<file path="src/inc/cls_defs.svh">
// constants shared by the logic block design files
`ifndef CLS_DEFS_SVH
`define CLS_DEFS_SVH

// =====================================================================
// structure
// =====================================================================
`define CLS_LUT_DEPTH   16
`define CLS_ADDR_W      4
`define CLS_CELLS       4
`define CLS_SLICES      2
`define CLS_TS_DRIVERS  2

// =====================================================================
// reset values
// =====================================================================
`define CLS_MEM_RST     1'b0
`define CLS_HELD_RST    1'b0

`endif

</file>
<file path="src/inc/cls_pkg.sv">
// types shared by the logic block design files
package cls_pkg;

   // ==================================================================
   // modes
   // ==================================================================
   typedef enum logic [1:0] {
      CLS_LUT_LOGIC = 2'b00,
      CLS_LUT_RAM   = 2'b01,
      CLS_LUT_SHIFT = 2'b10
   } cls_lut_mode_type;

   typedef enum logic [1:0] {
      CLS_D_LUT    = 2'b00,
      CLS_D_BYPASS = 2'b01,
      CLS_D_SUM    = 2'b10
   } cls_d_sel_type;

   typedef enum logic [1:0] {
      CLS_RAM_SINGLE = 2'b00,
      CLS_RAM_DEEP   = 2'b01,
      CLS_RAM_DUAL   = 2'b10
   } cls_ram_comb_type;

   // ==================================================================
   // carriers
   // ==================================================================
   typedef struct packed {
      cls_lut_mode_type lut_mode;
      cls_d_sel_type    d_sel;
      logic             and_sel;
      logic             init_val;
   } cls_cell_cfg_type;

   typedef struct packed {
      logic             latch_mode;
      logic             async_force;
      logic             inv_clk;
      logic             inv_ce;
      logic             inv_init;
      logic             inv_inverse;
      cls_ram_comb_type ram_comb;
   } cls_slice_cfg_type;

   typedef struct packed {
      logic [3:0] addr;
      logic       bypass;
      logic       write_data;
      logic       we;
   } cls_cell_in_type;

endpackage : cls_pkg

</file>
<file path="src/hw/cls_logic_block.sv">
// logic block: four logic cells in two slices, combiners, carry, drivers
//
// Functional notes
// four-input table feeds cell output and storage
// four cells in two alike slices
// table usable as sixteen by one ram
// slice tables combine: 16x2, 32x1, dual-port
// table usable as sixteen-stage shift register
// storage is flip-flop or transparent latch
// storage data from table or bypass
// storage updates only with clock enable; the init and inverse forces here load it even with enable low
// init force loads configured initial value
// inverse force loads complement of initial
// forces synchronous by default, optionally asynchronous
// per-control inversion; controls shared per slice
// slice combiner selects between two tables
// block combiner selects between slice combiners
// one feedthrough path per cell
// two carry chains, two bits each
// xor for adder, and gate for multiplier
// carry path cascades tables for wide logic
// two tristate drivers, own data and enable
// carry passes to next block per chain
// ram writes on edge, reads combinationally
`timescale 1ns/1ns
`include "cls_defs.svh"

module cls_logic_block
   import cls_pkg::*;
#(
   parameter int CELLS  = `CLS_CELLS,
   parameter int SLICES = `CLS_SLICES,
   parameter int DEPTH  = `CLS_LUT_DEPTH,
   parameter int TS     = `CLS_TS_DRIVERS
) (
   input  wire logic                         clk_sys_in,
   input  wire logic                         rst_n_in,
   input  wire logic                         cfg_load_in,
   input  wire logic [CELLS-1:0][DEPTH-1:0]  lut_table_in,
   input  wire cls_cell_cfg_type [CELLS-1:0] cell_cfg_in,
   input  wire cls_slice_cfg_type [SLICES-1:0] slice_cfg_in,
   input  wire cls_cell_in_type [CELLS-1:0]  cell_in,
   input  wire logic [SLICES-1:0]            ce_in,
   input  wire logic [SLICES-1:0]            gate_in,
   input  wire logic [SLICES-1:0]            init_force_in,
   input  wire logic [SLICES-1:0]            inverse_force_in,
   input  wire logic [SLICES-1:0]            comb_sel_in,
   input  wire logic                         six_sel_in,
   input  wire logic [SLICES-1:0]            carry_in,
   input  wire logic [CELLS-1:0]             feed_in,
   input  wire logic [TS-1:0]                ts_data_in,
   input  wire logic [TS-1:0]                ts_en_in,
   output logic [CELLS-1:0]                  lut_out,
   output logic [CELLS-1:0]                  q_out,
   output logic [CELLS-1:0]                  sum_out,
   output logic [CELLS-1:0]                  tail_out,
   output logic [SLICES-1:0]                 five_input_combiner_out,
   output logic                              six_input_combiner_out,
   output logic [SLICES-1:0]                 carry_out,
   output logic [CELLS-1:0]                  feed_out,
   output logic [TS-1:0]                     ts_bus_out,
   output logic [TS-1:0]                     ts_oe_out
);

   // ==================================================================
   // helpers
   // ==================================================================
   // every slice control passes through its own inversion
   function automatic logic cls_pol(input logic v, input logic inv);
      return v ^ inv;
   endfunction : cls_pol

   // slice-level ram combining decides where each cell writes
   function automatic logic cls_from_base(input cls_ram_comb_type m,
                                          input logic odd);
      return (m == CLS_RAM_DEEP) || ((m == CLS_RAM_DUAL) && odd);
   endfunction : cls_from_base

   logic [SLICES-1:0] ce_eff;
   logic [SLICES-1:0] gate_eff;
   logic [SLICES-1:0] init_eff;
   logic [SLICES-1:0] inv_eff;

   logic [CELLS-1:0]  cin;
   logic [CELLS-1:0]  cout;
   logic [CELLS-1:0]  mux_di;
   logic [CELLS-1:0]  d_mux;
   logic [CELLS-1:0]  wr_we;
   logic [CELLS-1:0]  wr_data;
   logic [CELLS-1:0][3:0] wr_addr;
   logic [CELLS-1:0][3:0] rd_addr;

   // ==================================================================
   // shared slice controls
   // ==================================================================
   genvar s;
   generate
      for (s = 0; s < SLICES; s++) begin : g_slice
         assign ce_eff[s]   = cls_pol(ce_in[s], slice_cfg_in[s].inv_ce);
         assign gate_eff[s] = cls_pol(gate_in[s], slice_cfg_in[s].inv_clk);
         assign init_eff[s] = cls_pol(init_force_in[s], slice_cfg_in[s].inv_init);
         assign inv_eff[s]  = cls_pol(inverse_force_in[s], slice_cfg_in[s].inv_inverse);

         // in deep mode the select is the fifth address bit
         assign five_input_combiner_out[s] = comb_sel_in[s] ? lut_out[2*s+1]
                                                            : lut_out[2*s];

         // chain enters at the even cell, leaves from the odd one
         assign carry_out[s] = cout[2*s+1];
      end
   endgenerate

   assign six_input_combiner_out = six_sel_in ? five_input_combiner_out[1]
                                              : five_input_combiner_out[0];

   // ==================================================================
   // logic cells
   // ==================================================================
   genvar c;
   generate
      for (c = 0; c < CELLS; c++) begin : g_cell
         localparam int SL   = c / 2;
         localparam int BASE = 2 * SL;
         localparam bit ODD  = (c % 2) == 1;

         // deep ram: both tables share the base address and data,
         // the select bit steers the write to one of them
         always_comb begin
            if (cls_from_base(slice_cfg_in[SL].ram_comb, ODD)) begin
               wr_addr[c] = cell_in[BASE].addr;
               wr_data[c] = cell_in[BASE].write_data;
               wr_we[c]   = cell_in[BASE].we;
            end else begin
               wr_addr[c] = cell_in[c].addr;
               wr_data[c] = cell_in[c].write_data;
               wr_we[c]   = cell_in[c].we;
            end
            if (slice_cfg_in[SL].ram_comb == CLS_RAM_DEEP) begin
               rd_addr[c] = cell_in[BASE].addr;
               wr_we[c]   = cell_in[BASE].we & (comb_sel_in[SL] == ODD);
            end else begin
               rd_addr[c] = cell_in[c].addr;
            end
         end

         cls_lut #(
            .DEPTH (DEPTH),
            .AW    (`CLS_ADDR_W)
         ) u_lut (
            .clk_sys_in (clk_sys_in),
            .rst_n_in   (rst_n_in),
            .mode_in    (cell_cfg_in[c].lut_mode),
            .load_in    (cfg_load_in),
            .table_in   (lut_table_in[c]),
            .rd_addr_in (rd_addr[c]),
            .wr_addr_in (wr_addr[c]),
            .wr_data_in (wr_data[c]),
            .we_in      (wr_we[c]),
            .ce_in      (ce_eff[SL]),
            .rd_out     (lut_out[c]),
            .tail_out   (tail_out[c])
         );

         // carry: even cell takes the chain input, odd cell its neighbour
         if (ODD) begin : g_odd
            assign cin[c] = cout[c-1];
         end else begin : g_even
            assign cin[c] = carry_in[SL];
         end

         // table output is propagate; and gate gives partial products
         assign mux_di[c] = cell_cfg_in[c].and_sel ?
                            (cell_in[c].addr[0] & cell_in[c].addr[1])
                            : cell_in[c].bypass;
         assign cout[c]    = lut_out[c] ? cin[c] : mux_di[c];
         assign sum_out[c] = lut_out[c] ^ cin[c];

         always_comb begin
            case (cell_cfg_in[c].d_sel)
               CLS_D_BYPASS: d_mux[c] = cell_in[c].bypass;
               CLS_D_SUM:    d_mux[c] = sum_out[c];
               default:      d_mux[c] = lut_out[c];
            endcase
         end

         cls_store u_store (
            .clk_sys_in    (clk_sys_in),
            .rst_n_in      (rst_n_in),
            .d_in          (d_mux[c]),
            .ce_in         (ce_eff[SL]),
            .gate_in       (gate_eff[SL]),
            .latch_mode_in (slice_cfg_in[SL].latch_mode),
            .async_in      (slice_cfg_in[SL].async_force),
            .init_val_in   (cell_cfg_in[c].init_val),
            .force_init_in (init_eff[SL]),
            .force_inv_in  (inv_eff[SL]),
            .q_out         (q_out[c])
         );

         // feedthrough uses no table resource
         assign feed_out[c] = feed_in[c];
      end
   endgenerate

   // ==================================================================
   // tristate bus drivers
   // ==================================================================
   // the bus wire itself is resolved outside from the enables
   genvar t;
   generate
      for (t = 0; t < TS; t++) begin : g_ts
         assign ts_bus_out[t] = ts_data_in[t];
         assign ts_oe_out[t]  = ts_en_in[t];
      end
   endgenerate
endmodule : cls_logic_block

</file>
<file path="src/hw/cls_lut.sv">
// four-input lookup table with ram and shift register modes
`timescale 1ns/1ns
`include "cls_defs.svh"

module cls_lut
   import cls_pkg::*;
#(
   parameter int DEPTH = `CLS_LUT_DEPTH,
   parameter int AW    = `CLS_ADDR_W
) (
   input  wire logic             clk_sys_in,
   input  wire logic             rst_n_in,
   input  wire cls_lut_mode_type mode_in,
   input  wire logic             load_in,
   input  wire logic [DEPTH-1:0] table_in,
   input  wire logic [AW-1:0]    rd_addr_in,
   input  wire logic [AW-1:0]    wr_addr_in,
   input  wire logic             wr_data_in,
   input  wire logic             we_in,
   input  wire logic             ce_in,
   output logic                  rd_out,
   output logic                  tail_out
);

   logic [DEPTH-1:0] mem_r;

   // ==================================================================
   // table storage
   // ==================================================================
   always_ff @(posedge clk_sys_in or negedge rst_n_in) begin
      if (!rst_n_in) begin
         mem_r <= {DEPTH{`CLS_MEM_RST}};
      end else if (load_in) begin
         mem_r <= table_in;
      end else if (ce_in) begin
         case (mode_in)
            CLS_LUT_RAM: begin
               if (we_in) begin
                  mem_r[wr_addr_in] <= wr_data_in;
               end
            end
            CLS_LUT_SHIFT: begin
               mem_r <= {mem_r[DEPTH-2:0], wr_data_in};
            end
            default: begin
            end
         endcase
      end
   end

   // read follows the address with no clock, in every mode
   assign rd_out   = mem_r[rd_addr_in];
   assign tail_out = mem_r[DEPTH-1];
endmodule : cls_lut

</file>
<file path="src/hw/cls_store.sv">
// storage element: flip-flop or latch with forcing controls
`timescale 1ns/1ns
`include "cls_defs.svh"

module cls_store (
   input  wire logic clk_sys_in,
   input  wire logic rst_n_in,
   input  wire logic d_in,
   input  wire logic ce_in,
   input  wire logic gate_in,
   input  wire logic latch_mode_in,
   input  wire logic async_in,
   input  wire logic init_val_in,
   input  wire logic force_init_in,
   input  wire logic force_inv_in,
   output logic      q_out
);

   logic held_r;
   logic force_any;
   logic force_val;
   logic open_latch;

   // init force outranks inverse force when both are asserted
   assign force_any  = force_init_in | force_inv_in;
   assign force_val  = force_init_in ? init_val_in : ~init_val_in;
   assign open_latch = latch_mode_in & ce_in & gate_in;

   // ==================================================================
   // held value
   // ==================================================================
   always_ff @(posedge clk_sys_in or negedge rst_n_in) begin
      if (!rst_n_in) begin
         held_r <= `CLS_HELD_RST;
      end else if (force_any) begin
         held_r <= force_val;
      end else if (ce_in && (!latch_mode_in || gate_in)) begin
         held_r <= d_in;
      end
   end

   // async force overrides at once; a latch passes data while open
   always_comb begin
      if (async_in && force_any) begin
         q_out = force_val;
      end else if (open_latch) begin
         q_out = d_in;
      end else begin
         q_out = held_r;
      end
   end
endmodule : cls_store

</file>
<file path="config.mk">
export PLATFORM = sky130hd
export DESIGN_NAME = cls_logic_block
export DESIGN_NICKNAME = d
export VERILOG_FILES = /design/src/inc/cls_pkg.sv /design/src/hw/cls_logic_block.sv /design/src/hw/cls_lut.sv /design/src/hw/cls_store.sv
export VERILOG_INCLUDE_DIRS = /design/src /design/src/inc
export SDC_FILE = /design/constraint.sdc
export NUM_CORES = 1
export LEC_CHECK = 0
export BUFFER_PORTS_ARGS = -buffer_cell sky130_fd_sc_hd__buf_2
export CORE_MARGIN = 2
export CORE_UTILIZATION = 50
export CTS_BUF_LIST = sky130_fd_sc_hd__clkbuf_4
export CTS_CLUSTER_SIZE = 30
export DETAILED_ROUTE_END_ITERATION = 6
export PLACE_DENSITY = 0.8
export SYNTH_ARGS = -nofsm -noshare
export SYNTH_HDL_FRONTEND = slang
export SYNTH_HIERARCHICAL = 1
export SYNTH_SLANG_ARGS = --single-unit
</file>
<file path="constraint.sdc">
create_clock -name clk_sys_in -period 5 [get_ports clk_sys_in]
set_input_delay 1.5 -clock clk_sys_in [delete_from_list [all_inputs] [get_ports clk_sys_in]]
set_output_delay 1.5 -clock clk_sys_in [all_outputs]
set_load 0.05 [all_outputs]
</file>
==> impl_metrics.tcl <==
set metrics [dict create \
    dp_hpwl_um 14200 \
    area_growth_pct 27.4 \
    cp-endpoint "q_out[1]" \
    wl_um 20900 \
    reg2regPathDepth 27 \
    fin_cells 1136 \
    worstPathArrival_ps 4020 \
    overflow 0 \
    dieHeight_um 120 \
    io_buffers 168 \
    synth.distinct_cells 44 \
    power.total_uw 2100 \
    path_class "primary input to output pin" \
    syn_nets 931 \
    grtUsageMet1 0.365 \
    setup_viol 9 \
    design_area_um2 8620 \
    most-common-layout-cells "a21oi_1 (160), buf_2 (152), nor2b_1 (83)" \
    path_max_fanout 4 \
    skew_ps 10.4 \
    rsz0062_at_grt "yes" \
    place_inst 1087 \
    hp-class "register to register" \
    gp_congestion 0.917 \
    busiest_layer "met2" \
    cts_buffers 9 \
    synth_edf_count 0 \
    violations "setup timing" \
    maxCapViolations 0 \
    fin_crit_ps 5520 \
    core-area_um2 13200 \
    netlist_instances 765 \
    crit_required_ps 3500 \
    grt_max_degree 75 \
    avgSynthCellArea_um2 8.85 \
    fp.dieW_um 120 \
    fin_ws_ps -520 \
    clk_pin_slew_ps 110 \
    grt_pass1_vias 6636 \
    die_area_um2 14500 \
    vias 6860 \
    ys_seq_area_frac 0.251 \
    io_pins 185 \
    cts_htree_levels 3 \
    hold_viol 0 \
    grtUsageMet2 0.451 \
    ys.flop_type "dfrtp_1" \
    num_rows 42 \
    final_common_cell "a21oi_1" \
    fin_setup_tns_ps -1890 \
    start_util 0.511 \
    status "finished, violations left" \
    cts_tree "done" \
    worstSetupEndpointType "output pin" \
    firstDrtPassIters 5 \
    dpl_cell_area_um2 7960 \
    grt_usage 0.280 \
    reg2reg_from "g_cell[0].u_lut/mem_r[2]$_DFFE_PN0P_" \
    grt_antenna_before_repair 2 \
    start_kind "primary input" \
    clock-root-buffer "clkbuf_4" \
    async_flop_share 1.00 \
    drc 0 \
    fillers 1108 \
    fin_crit_sh 1.10 \
    drt_iter0_drc 532 \
    whs_ps 531 \
    min_path_cells 1 \
    ys_ff_latch 68 \
    post_route_cells_drive_above_1_share 0.392 \
    worstMarginPinSlew_ps 941 \
    grt_pass1_wl_um 32500 \
    max_freq_ghz 0.181 \
    finalMaxSlewViolations 0 \
    cts_buffer_depth 2 \
    wl_per_cell_um 18.4 \
    regToRegEndpoint "g_cell[1].u_store/held_r$_DFFE_PN0P_" \
    worstSetupStartpoint "slice_cfg_in[1]" \
    nNetsFinal 1119 \
    p_per_area_nw_per_um2 244 \
    synth-warning-count 6 \
    clkSinkCount 68 \
    gr-usage-met3 0.0453 \
    rrSetupSlack_ps 830 \
    viasPerCell 6.04 \
    vdd_drop_max_uv 126 \
    clk_latency_ps 430 \
    antenna_left 0 \
    syn_area_um2 6770 \
    power_leakage_uw 0.00374 \
    slew_headroom 0.372 \
]
## state kept, by name (all words and copies together), names as in the netlist
| signal | count |
|---|---|
| g_cell.u_lut/mem_r | 64 |
| g_cell.u_store/held_r | 4 |
## timing repair
| action | CTS | global route |
|---|---|---|
| pin swaps | 15 | 19 |
| hold buffers | 0 | 0 |
| resized for setup | 46 | 43 |
| endpoints found under the setup margin | 11 | 12 |
| cloned | 0 | 0 |
| buffers inserted | 33 | 5 |
## power by group
group	internal (µW)	leakage [µW]	total [µW]	switching (µW)
clock	114	0.0000638	313	199
sequential	631	0.000819	707	75.4
combinational	502	0.00286	1080	581
total	1250	0.00374	2100	856
## cells in the mapped netlist, drive strengths merged, types with 6 or more instances
cell type / instances / area [µm²]
mux4: 16 / 360
and2b: 12 / 95.1
xor2: 12 / 105
nand2: 12 / 45.0
buf: 28 / 210
dfrtp: 68 / 1700
nor2b: 88 / 566
a21oi: 192 / 1070
clkbuf: 30 / 115
inv: 26 / 97.6
nand4: 60 / 375
mux2i: 14 / 140
o211ai: 6 / 45.0
mux2: 83 / 935
nand3: 14 / 70.1
and2: 8 / 50.1
ha: 10 / 125
o21ai: 14 / 70.1
nor2: 16 / 60.1
nand2b: 10 / 77.6
## metal layers
metal	vias to the layer above	wire length [µm]
li1	3194	-
met1	3274	8740
met2	331	10100
met3	61	1350
met4	0	716
met5	-	0
## critical path, stage by stage
cell and delay (ps):
buf_8 110, inv_12 40, ha_4 150, mux2_4 350, mux4_2 430, nor2b_4 150
a211oi_4 220, a21oi_4 90, a21oi_1 170, o211ai_1 150, mux2i_1 220, o21ai_1 100
and3_4 190, buf_8 140
## how the worst min path moves through the flow
| stage | slack, ps | startpoint | to |
|---|---|---|---|
| floorplan | 480 | g_cell[0].u_lut/mem_r[10]$_DFFE_PN0P_ | g_cell[0].u_lut/mem_r[10]$_DFFE_PN0P_ |
| global placement | 500 | g_cell[2].u_lut/mem_r[10]$_DFFE_PN0P_ | g_cell[2].u_lut/mem_r[10]$_DFFE_PN0P_ |
| detailed placement | 510 | g_cell[3].u_lut/mem_r[3]$_DFFE_PN0P_ | g_cell[3].u_lut/mem_r[3]$_DFFE_PN0P_ |
| CTS | 530 | g_cell[3].u_lut/mem_r[3]$_DFFE_PN0P_ | g_cell[3].u_lut/mem_r[3]$_DFFE_PN0P_ |
| global route | 560 | g_cell[3].u_lut/mem_r[3]$_DFFE_PN0P_ | g_cell[3].u_lut/mem_r[3]$_DFFE_PN0P_ |
| finish | 530 | g_cell[3].u_lut/mem_r[3]$_DFFE_PN0P_ | g_cell[3].u_lut/mem_r[3]$_DFFE_PN0P_ |
## metrics by stage
stage / setup WS (ps) / util
6_report: -520 / 0.651
5_1_grt: -588 / 0.651
4_1_cts: -422 / 0.638
3_5_place_dp: -535 / 0.601
3_3_place_gp: -444 / 0.601
2_1_floorplan: -360 / -
## cell families after synthesis
| kind of cell | count (synthesis) | share of synthesized area |
|---|---|---|
| compound gates | 238 | 0.212 |
| mux | 113 | 0.212 |
| fa+ha+maj | 10 | 0.0185 |
| simple gates | 240 | 0.228 |
| buf+inv | 84 | 0.0625 |
| xor+xnor | 12 | 0.0155 |
| flops | 68 | 0.251 |
## final cells by class
class,count,area [µm²],share of cell area
clock buffers,12,90.1,0.0104
flip-flops and latches,68,1700,0.197
clock inverters,4,16.3,0.00189
well taps,176,220,0.0255
diodes,2,5.00,0.000580
multi-input cells,613,4880,0.566
inverters,26,123,0.0142
repair buffers,235,1580,0.184
No activity file was read; power rests on OpenSTA's default activity.
